[config.mk]
export PLATFORM = sky130hd
export DESIGN_NAME = owdc_ctrl
export DESIGN_NICKNAME = d
export VERILOG_FILES = /design/src/owdc_pkg.sv /design/src/owdc_bit_rx.sv /design/src/owdc_ctrl.sv
export VERILOG_INCLUDE_DIRS = /design/src /design/src/src
export SDC_FILE = /design/constraint.sdc
export NUM_CORES = 1
export LEC_CHECK = 0
export BUFFER_PORTS_ARGS = -buffer_cell sky130_fd_sc_hd__buf_2
export CORE_ASPECT_RATIO = 0.75
export CORE_MARGIN = 10
export CORE_UTILIZATION = 55
export CTS_BUF_LIST = sky130_fd_sc_hd__clkbuf_8
export DETAILED_ROUTE_END_ITERATION = 7
export PLACE_DENSITY = 0.76
export SLEW_MARGIN = 20
export SYNTH_ARGS = -nofsm -noshare
export SYNTH_HDL_FRONTEND = slang
export SYNTH_SLANG_ARGS = --single-unit
[constraint.sdc]
create_clock -name clk_sys -period 2.85 [get_ports clk_sys]
set_clock_uncertainty 0.15 [all_clocks]
set_input_delay 0.1425 -clock clk_sys [delete_from_list [all_inputs] [get_ports clk_sys]]
set_output_delay 0.1425 -clock clk_sys [all_outputs]
set_load 0.01 [all_outputs]
[src/owdc_defines.svh]
`ifndef OWDC_DEFINES_SVH
`define OWDC_DEFINES_SVH

// system clock rate
`define OWDC_CLK_MHZ 20
// frame layout
`define OWDC_FRAME_BITS 24
`define OWDC_ADDR_MSB 23
`define OWDC_ADDR_LSB 16
`define OWDC_DEV_ADDR 8'h8f
`define OWDC_ACK_BIT 10
`define OWDC_BRT_MSB 8
`define OWDC_BRT_LSB 1
`define OWDC_BRT_RESET 8'hff
`define OWDC_CMD_RESET 16'h0000
// switch-node overvoltage persistence, in switching cycles
`define OWDC_OVP_CYCLES 4'h8
// times in microseconds, as printed
`define OWDC_TW0_US 100
`define OWDC_TW1_US 260
`define OWDC_TSEL_US 1000
`define OWDC_TOFFEN_US 2500
`define OWDC_TOFFPWM_US 20000
`define OWDC_TSTART_US 2
`define OWDC_TEND_US 2
`define OWDC_THMAX_US 360
`define OWDC_TACKD_US 2
`define OWDC_TACK_US 512
// derived cycle counts (all times are whole microseconds, so exact)
`define OWDC_TW0_CYC (`OWDC_TW0_US * `OWDC_CLK_MHZ)
`define OWDC_TW1_CYC (`OWDC_TW1_US * `OWDC_CLK_MHZ)
`define OWDC_TSEL_CYC (`OWDC_TSEL_US * `OWDC_CLK_MHZ)
`define OWDC_TOFFEN_CYC (`OWDC_TOFFEN_US * `OWDC_CLK_MHZ)
`define OWDC_TOFFPWM_CYC (`OWDC_TOFFPWM_US * `OWDC_CLK_MHZ)
`define OWDC_TSTART_CYC (`OWDC_TSTART_US * `OWDC_CLK_MHZ)
`define OWDC_TEND_CYC (`OWDC_TEND_US * `OWDC_CLK_MHZ)
`define OWDC_THMAX_CYC (`OWDC_THMAX_US * `OWDC_CLK_MHZ)
`define OWDC_TACKD_CYC (`OWDC_TACKD_US * `OWDC_CLK_MHZ)
`define OWDC_TACK_CYC (`OWDC_TACK_US * `OWDC_CLK_MHZ)

`endif

[src/owdc_pkg.sv]
package owdc_pkg;

   // control states
   typedef enum logic [2:0]
   {
      OWDC_OFF = 3'b000,
      OWDC_SEL_HIGH = 3'b001,
      OWDC_SEL_LOW = 3'b010,
      OWDC_PWM = 3'b011,
      OWDC_DIG = 3'b100,
      OWDC_ACK_DLY = 3'b101,
      OWDC_ACK_DRV = 3'b110
   } owdc_state_t;

   // bit receiver state
   typedef struct packed
   {
      logic line_prev;
      logic [15:0] hi_cnt;
      logic [15:0] lo_cnt;
      logic stb;
      logic val;
      logic tail_ok;
   } owdc_rx_t;

   // control state
   typedef struct packed
   {
      owdc_state_t st;
      logic en_prev;
      logic [18:0] sel_cnt;
      logic [18:0] ph_cnt;
      logic [18:0] en_lo_cnt;
      logic [18:0] pwm_lo_cnt;
      logic [23:0] shift;
      logic [4:0] bit_cnt;
      logic [7:0] bright;
      logic [15:0] cmd_word;
      logic [3:0] ovp_cnt;
      logic ocp_hold;
      logic drive_on;
      logic sw_permit;
      logic ack_oe;
      logic [7:0] sink_one;
      logic [7:0] sink_two;
   } owdc_ctl_t;

endpackage

[src/owdc_bit_rx.sv]
`timescale 1ns/1ps
`include "owdc_defines.svh"

module owdc_bit_rx
   import owdc_pkg::*;
#(
   parameter int THMAX_CYC = `OWDC_THMAX_CYC
)
(
   input wire logic clk_sys,  // system clock
   input wire logic nrst,  // async reset, active low
   input wire logic rx_en,  // decoding allowed
   input wire logic line_in,  // single-wire line level
   output logic bit_stb,  // one-cycle pulse, bit decoded
   output logic bit_val,  // decoded bit value
   output logic tail_ok,  // low part of that bit met the end time
   output logic line_idle  // line high past longest bit high time
);

   localparam logic [15:0] TSTART_L = 16'(`OWDC_TSTART_CYC);
   localparam logic [15:0] TEND_L = 16'(`OWDC_TEND_CYC);
   localparam logic [15:0] THMAX_L = 16'(THMAX_CYC);

   owdc_rx_t q;
   owdc_rx_t d;

   ////////////////////////////////////////////////////////////////////////
   // measure high and low parts, decode at the closing rising edge
   always_comb
   begin
      d = q;
      d.stb = 1'b0;
      d.line_prev = line_in;
      if (!rx_en)
      begin
         d.hi_cnt = 16'h0000;
         d.lo_cnt = 16'h0000;
      end
      else if (line_in && !q.line_prev)
      begin
         if (q.hi_cnt >= TSTART_L && q.lo_cnt != 16'h0000)
         begin
            d.stb = 1'b1;
            d.val = (q.hi_cnt > q.lo_cnt);
            d.tail_ok = (q.lo_cnt >= TEND_L);
         end
         d.hi_cnt = 16'h0001;
         d.lo_cnt = 16'h0000;
      end
      else if (line_in)
      begin
         if (q.hi_cnt != 16'hffff)
            d.hi_cnt = q.hi_cnt + 16'h0001;
      end
      else if (q.lo_cnt != 16'hffff)
      begin
         d.lo_cnt = q.lo_cnt + 16'h0001;
      end
   end

   // state register
   always_ff @(posedge clk_sys or negedge nrst)
   begin
      if (!nrst)
         q <= '{line_prev: 1'b1, hi_cnt: 16'h0000, lo_cnt: 16'h0000, stb: 1'b0, val: 1'b0, tail_ok: 1'b0};
      else
         q <= d;
   end

   assign bit_stb = q.stb;
   assign bit_val = q.val;
   assign tail_ok = q.tail_ok;
   assign line_idle = (q.hi_cnt >= THMAX_L);

endmodule

[src/owdc_ctrl.sv]
`timescale 1ns/1ps
`include "owdc_defines.svh"


module owdc_ctrl
   import owdc_pkg::*;
#(
   parameter int TW1_CYC = `OWDC_TW1_CYC,
   parameter int TSEL_CYC = `OWDC_TSEL_CYC,
   parameter int TOFFEN_CYC = `OWDC_TOFFEN_CYC,
   parameter int TOFFPWM_CYC = `OWDC_TOFFPWM_CYC,
   parameter int TACK_CYC = `OWDC_TACK_CYC,
   parameter int THMAX_CYC = `OWDC_THMAX_CYC
)
(
   input wire logic clk_sys,  // system clock, 20 MHz
   input wire logic nrst,  // async reset, active low
   input wire logic single_wire_in,  // single-wire line level
   output logic single_wire_out,  // line drive value, always low
   output logic single_wire_oe,  // high while pulling line low
   input wire logic pwm_in,  // PWM dimming input
   input wire logic sw_ovp_det,  // switch-node overvoltage
   input wire logic sink_ovp_one,  // sink one overvoltage
   input wire logic sink_ovp_two,  // sink two overvoltage
   input wire logic sink_gnd_one,  // sink one tied to ground
   input wire logic sink_gnd_two,  // sink two tied to ground
   input wire logic peak_over_limit,  // switch peak current over limit
   input wire logic sw_cycle_tick,  // pulse at each switching cycle start
   input wire logic uvlo_det,  // supply undervoltage
   output logic device_on,  // device enabled
   output logic digital_mode,  // single-wire dimming selected
   output logic switch_permit,  // converter may switch
   output logic [7:0] sink_code_one,  // sink one current code
   output logic [7:0] sink_code_two,  // sink two current code
   output logic [7:0] brightness_code,  // stored brightness code
   output logic [15:0] dimming_command_word  // last accepted data field
);

   localparam logic [18:0] TW0_L = 19'(`OWDC_TW0_CYC);
   localparam logic [18:0] TW1_L = 19'(TW1_CYC);
   localparam logic [18:0] TSEL_L = 19'(TSEL_CYC);
   localparam logic [18:0] TOFFEN_L = 19'(TOFFEN_CYC);
   localparam logic [18:0] TOFFPWM_L = 19'(TOFFPWM_CYC);
   localparam logic [18:0] TACKD_L = 19'(`OWDC_TACKD_CYC);
   localparam logic [18:0] TACK_L = 19'(TACK_CYC);
   localparam logic [4:0] LAST_BIT = 5'(`OWDC_FRAME_BITS - 1);

   owdc_ctl_t q;
   owdc_ctl_t d;

   logic bit_stb;
   logic bit_val;
   logic tail_ok;
   logic line_idle;
   logic rx_en;
   logic [23:0] frame;
   logic active;
   logic in_ack;
   logic shutdown;

   ////////////////////////////////////////////////////////////////////////
   // bit receiver, only listening in digital mode outside acknowledge
   assign rx_en = (q.st == OWDC_DIG);

   owdc_bit_rx #(
      .THMAX_CYC(THMAX_CYC)
   ) u_bit_rx (
      .clk_sys(clk_sys),
      .nrst(nrst),
      .rx_en(rx_en),
      .line_in(single_wire_in),
      .bit_stb(bit_stb),
      .bit_val(bit_val),
      .tail_ok(tail_ok),
      .line_idle(line_idle)
   );

   // lsb first, shift toward bit 0
   assign frame = {bit_val, q.shift[23:1]};
   assign in_ack = (q.st == OWDC_ACK_DLY) || (q.st == OWDC_ACK_DRV);
   assign active = (q.st == OWDC_PWM) || (q.st == OWDC_DIG) || in_ack;

   ////////////////////////////////////////////////////////////////////////
   // shutdown causes
   always_comb
   begin
      shutdown = 1'b0;
      if (uvlo_det)
         shutdown = 1'b1;
      if (q.st != OWDC_OFF && !in_ack && q.en_lo_cnt >= TOFFEN_L)
         shutdown = 1'b1;
      if (active && q.pwm_lo_cnt >= TOFFPWM_L)
         shutdown = 1'b1;
      if (active && sw_cycle_tick && sw_ovp_det && q.ovp_cnt == `OWDC_OVP_CYCLES - 4'h1)
         shutdown = 1'b1;
   end

   ////////////////////////////////////////////////////////////////////////
   // next state
   always_comb
   begin
      d = q;
      d.en_prev = single_wire_in;
      d.ack_oe = 1'b0;

      // low-time counters
      if (single_wire_in || q.st == OWDC_OFF || in_ack)
         d.en_lo_cnt = 19'h00000;
      else if (q.en_lo_cnt != 19'h7ffff)
         d.en_lo_cnt = q.en_lo_cnt + 19'h00001;
      if (pwm_in || !active)
         d.pwm_lo_cnt = 19'h00000;
      else if (q.pwm_lo_cnt != 19'h7ffff)
         d.pwm_lo_cnt = q.pwm_lo_cnt + 19'h00001;

      // overvoltage cycle count, cleared when a cycle passes clean
      if (!active)
         d.ovp_cnt = 4'h0;
      else if (sw_cycle_tick)
         d.ovp_cnt = sw_ovp_det ? q.ovp_cnt + 4'h1 : 4'h0;

      // switch off until next cycle, a new trip wins over the clear
      if (peak_over_limit)
         d.ocp_hold = 1'b1;
      else if (sw_cycle_tick)
         d.ocp_hold = 1'b0;

      unique case (q.st)
         OWDC_OFF:
         begin
            // only a fresh rising edge restarts
            if (single_wire_in && !q.en_prev && !uvlo_det)
            begin
               d.st = OWDC_SEL_HIGH;
               d.sel_cnt = 19'h00000;
               d.ph_cnt = 19'h00000;
            end
         end
         OWDC_SEL_HIGH:
         begin
            d.sel_cnt = q.sel_cnt + 19'h00001;
            d.ph_cnt = q.ph_cnt + 19'h00001;
            if (!single_wire_in)
            begin
               d.st = (q.ph_cnt >= TW0_L) ? OWDC_SEL_LOW : OWDC_PWM;
               d.ph_cnt = 19'h00000;
            end
            else if (q.sel_cnt >= TSEL_L)
               d.st = OWDC_PWM;
         end
         OWDC_SEL_LOW:
         begin
            d.sel_cnt = q.sel_cnt + 19'h00001;
            d.ph_cnt = q.ph_cnt + 19'h00001;
            // entry low time completes digital entry
            if (q.ph_cnt >= TW1_L)
            begin
               d.st = OWDC_DIG;
               d.bit_cnt = 5'h00;
            end
            else if (single_wire_in || q.sel_cnt >= TSEL_L)
               d.st = OWDC_PWM;
         end
         OWDC_PWM:
         begin
            // stays here, pwm input gates the outputs
            d.st = OWDC_PWM;
         end
         OWDC_DIG:
         begin
            // idle high drops a partial frame
            if (line_idle)
               d.bit_cnt = 5'h00;
            if (bit_stb)
            begin
               d.shift = frame;
               d.bit_cnt = q.bit_cnt + 5'h01;
               if (q.bit_cnt == LAST_BIT)
               begin
                  d.bit_cnt = 5'h00;
                  if (tail_ok && frame[`OWDC_ADDR_MSB:`OWDC_ADDR_LSB] == `OWDC_DEV_ADDR)
                  begin
                     d.cmd_word = frame[15:0];
                     if (frame[`OWDC_BRT_MSB:`OWDC_BRT_LSB] != 8'h00)
                        d.bright = frame[`OWDC_BRT_MSB:`OWDC_BRT_LSB];
                     if (frame[`OWDC_ACK_BIT])
                     begin
                        d.st = OWDC_ACK_DLY;
                        d.ph_cnt = 19'h00000;
                     end
                  end
               end
            end
         end
         OWDC_ACK_DLY:
         begin
            // give the host time to release
            d.ph_cnt = q.ph_cnt + 19'h00001;
            if (q.ph_cnt >= TACKD_L - 19'h00001)
            begin
               d.st = OWDC_ACK_DRV;
               d.ph_cnt = 19'h00000;
               d.ack_oe = 1'b1;
            end
         end
         OWDC_ACK_DRV:
         begin
            d.ph_cnt = q.ph_cnt + 19'h00001;
            d.ack_oe = 1'b1;
            if (q.ph_cnt >= TACK_L - 19'h00001)
            begin
               d.st = OWDC_DIG;
               d.ack_oe = 1'b0;
            end
         end
         default:
         begin
            d.st = OWDC_OFF;
         end
      endcase

      if (shutdown)
      begin
         d.st = OWDC_OFF;
         d.ack_oe = 1'b0;
         d.bit_cnt = 5'h00;
         d.bright = `OWDC_BRT_RESET;
         d.cmd_word = `OWDC_CMD_RESET;
      end

      // enabled with line and pwm high, own acknowledge excused
      d.drive_on = (d.st == OWDC_PWM || d.st == OWDC_DIG || d.st == OWDC_ACK_DLY || d.st == OWDC_ACK_DRV)
         && pwm_in && (single_wire_in || d.st == OWDC_ACK_DLY || d.st == OWDC_ACK_DRV);

      d.sw_permit = d.drive_on && !sw_ovp_det && !sink_ovp_one && !sink_ovp_two
         && !(sink_gnd_one && sink_gnd_two) && !d.ocp_hold;

      // a grounded sink is switched off
      d.sink_one = (d.drive_on && !sink_gnd_one) ? d.bright : 8'h00;
      d.sink_two = (d.drive_on && !sink_gnd_two) ? d.bright : 8'h00;
   end

   ////////////////////////////////////////////////////////////////////////
   // state register, reset is the shutdown state
   always_ff @(posedge clk_sys or negedge nrst)
   begin
      if (!nrst)
      begin
         q <= '0;
         q.st <= OWDC_OFF;
         q.en_prev <= 1'b1;
         q.bright <= `OWDC_BRT_RESET;
         q.cmd_word <= `OWDC_CMD_RESET;
      end
      else
      begin
         q <= d;
      end
   end

   // outputs
   assign single_wire_out = 1'b0;
   assign single_wire_oe = q.ack_oe;
   assign device_on = q.drive_on;
   assign digital_mode = (q.st == OWDC_DIG) || in_ack;
   assign switch_permit = q.sw_permit;
   assign sink_code_one = q.sink_one;
   assign sink_code_two = q.sink_two;
   assign brightness_code = q.bright;
   assign dimming_command_word = q.cmd_word;

endmodule

==> metrics.md <==
| Metric | Value |
|---|---|
| Outcome | `complete, but fails checks` |
| Violated checks | `negative setup slack` |
| Clock sinks | `191` |
| Starting Density | `0.555` |
| RSZ-0062 raised after global routing | `true` |
| Core ar. | `0.0183 mm2` |
| Initial antenna violation count | `0` |
| Drt via density | `5.63` |
| PortBufs | `55` |
| Synth area leader | `dfrtp_1` |
| Final WL | `23000 um` |
| Die H | `138 um` |
| Fill count | `1512` |
| Setup WS post-layout | `-54.0 ps` |
| Worst-Skew Late Latency | `490 ps` |
| Synthesized area | `0.0102 mm2` |
| Crit Path Max Fanout | `9` |
| Critical Path Max Stage Delay | `550 ps` |
| Max Slew Vio Count | `0` |
| Layout area overhead | `13.1%` |
| Syn_nets | `1175` |
| GP Congestion | `0.904` |
| First-iteration detailed-routing DRC count | `896` |
| Flops & latches, synth | `191` |
| DRT Pass-1 Iters | `5` |
| Maximum root-to-sink buffer count | `2` |
| Leakage | `0.00516 uW` |
| Final Hold Viols | `0` |
| Root buf cell | `clkbuf_8` |
| CTS buffer count | `17` |
| Seq/Total Area, Yosys | `0.470` |
| Wire length per cell | `15.8 um` |
| Post-Layout Cell Count | `1460` |
| Die W | `177 um` |
| Crit end category | `flop` |
| Worst path cell trace | `or4_4, a311oi_4, a41oi_2, a221oi_2, nand2_1, or3_4, buf_12, a211oi_1` |
| Final min period | `2900 ps` |
| Synth unique cells | `70` |
| Final-report setup violation count | `6` |
| Routed Antenna Nets | `0` |
| Worst setup SP type | `flop` |
| Global-route wire length before repair | `38400 um` |
| Fin crit share | `1.02` |
| Cell family with most CP delay | `compound AO/OA/AOI/OAI gates` |
| Ys Warns | `0` |
| Util after Layout | `0.628` |
| Slew @ Worst Pin | `678 ps` |
| Reg2reg path depth | `8` |
| Met2 usage | `0.292` |
| FF-to-FF End | `sink_code_one[1]$_DFF_PN0_` |
| Critical path arrival | `3150 ps` |
| Reg2reg setup slack | `-50 ps` |
| CP Depth | `8` |
| Post-synth ARST share | `1.00` |
| DRC Markers | `0` |
| Syn Inst Count | `1128` |
| Most used routing layer | `met2` |
| Worst Setup SP | `q[125]$_DFFE_PN0P_` |
| Synth Flop Type | `dfrtp_1` |
| Worst EP required | `3090 ps` |
| DP HPWL | `16200 um` |
| Power per Cell Area | `482 mW/mm2` |
| Worst-path clk slew | `110 ps` |
| # IOs | `57` |
| Reported max-cap violation count | `0` |
| Largest cells by area after synthesis | `dfrtp_1 (45%), nand2_1 (6.1%), nor2_1 (4.9%)` |
| Full die area | `0.0244 mm2` |
| Nets | `1247` |
| Peak VDD IR | `0.347 mV` |
| Placed cell count | `1412` |
| GR Util met3 | `0.0405` |
| Post-synth top cells | `dfrtp_1 (182), nand2_1 (165), nor2_1 (133)` |
| CTS tree | `done` |
| Headroom to the max-slew limit | `0.544` |
| GRT Util Overall | `0.191` |
| Largest net degree at the start of global routing | `68` |
| Worst path bufs/invs | `1` |
| H-tree depth | `4` |
| Mean area per synthesized cell | `9.03 um2` |
| FMAX | `344 MHz` |
| Num rows | `43` |
| Worst Hold Class | `primary input to async pin` |
| Crit Path Category | `flop to flop` |
| Post-synth EDFFs | `0` |
| Grt ovf | `0` |
| Vias in the first global route | `7620` |
| Met1 usage | `0.274` |
| Share of the synthesized area in the top cell type | `0.447` |
| Reg-to-reg critical path startpoint | `q[125]$_DFFE_PN0P_` |
| Routed vias | `8221` |
| N_diodes | `0` |
| Most frequent cell after synthesis | `dfrtp_1` |
| Crit-path slowest cell | `or4_4` |
| Layout cell share with drive strength beyond 1 | `0.171` |
## registers in the layout, indices dropped and copies added, names as in the netlist
name                  cells
frame                    23
q                        89
u_bit_rx.tail_ok          1
single_wire_oe            1
u_bit_rx.bit_val          1
device_on                 1
sink_code_one             8
switch_permit             1
u_bit_rx.q               33
brightness_code           8
dimming_command_word     16
sink_code_two             8
u_bit_rx.bit_stb          1
## per-layer routing
| layer | wire [um] | share of wire |
|---|---|---|
| met1 | 11100 | 0.48 |
| met2 | 10700 | 0.46 |
| met3 | 1030 | 0.045 |
| met4 | 208 | 0.0090 |
| met5 | 0 | 0 |
## placed cells by master, fill, tap and decap left out, types with 38 or more instances in the layout
| cell | n |
|---|---|
| nand3_1 | 53 |
| dfrtp_1 | 181 |
| nand2_1 | 165 |
| nor2_1 | 132 |
| a21oi_1 | 50 |
| buf_2 | 54 |
| buf_4 | 58 |
| xor2_1 | 38 |
| o21ai_0 | 48 |
| inv_1 | 54 |
## power breakdown
group | leakage [uW] | internal (uW) | switching (uW) | total [uW]
combinational | 0.00234 | 397 | 630 | 1030
sequential | 0.00263 | 2750 | 37.1 | 2790
clock | 0.000187 | 646 | 1090 | 1730
total | 0.00516 | 3800 | 1760 | 5550
## worst reg2reg max path: stages, from the launching register on
cell	delay (ps)
dfrtp_1	390
or4_4	550
a311oi_4	310
a41oi_2	170
a221oi_2	320
nand2_1	80
or3_4	410
buf_12	170
a211oi_1	270
## area by class of cell
cell class / instances / area, um2 / area share
clock buffers: 17 / 234 / 0.0203
repair buffers: 131 / 946 / 0.0821
flip-flops and latches: 191 / 4790 / 0.416
multi-input cells: 804 / 4880 / 0.424
well taps: 247 / 309 / 0.0268
inverters: 55 / 209 / 0.0181
clock inverters: 15 / 148 / 0.0128
## kinds of logic after synthesis
kind of cell / count (synthesis) / synth area share
compound gates: 190 / 0.122
xor+xnor: 70 / 0.0602
fa+ha+maj: 35 / 0.0430
buf+inv: 133 / 0.0669
flops: 191 / 0.470
mux: 2 / 0.00197
other cells: 1 / 0.000368
simple gates: 506 / 0.235
## what timing repair did
item,in CTS,in global routing
buffers inserted,0,2
hold buffers,13,0
endpoints found under the setup margin,17,22
resized for setup,7,18
endpoints found under the hold margin,140,0
pin swaps,5,4
gates cloned,0,1
## worst max path at each step
stage                                 endpoint
floorplan           sink_code_two[0]$_DFF_PN0_
global placement    sink_code_one[4]$_DFF_PN0_
detailed placement  sink_code_two[7]$_DFF_PN0_
CTS                 sink_code_two[0]$_DFF_PN0_
global route        sink_code_one[1]$_DFF_PN0_
finish              sink_code_one[1]$_DFF_PN0_
## stage by stage
stage	total power, uW	TNS, ps	cell area, um2	hold WS (ps)	setup slack [ps]
after floorplan	3440	-768	10200	-303	-85.5
after global placement	3780	0	10900	33.0	3.98
after detailed placement	3810	-1640	10900	42.2	-172
after CTS	5540	-135	11400	92.2	-33.2
after global routing	5820	-1250	11500	107	-151
final	5550	-116	11500	63.5	-54.0
No activity file was read; power rests on OpenSTA's default activity.
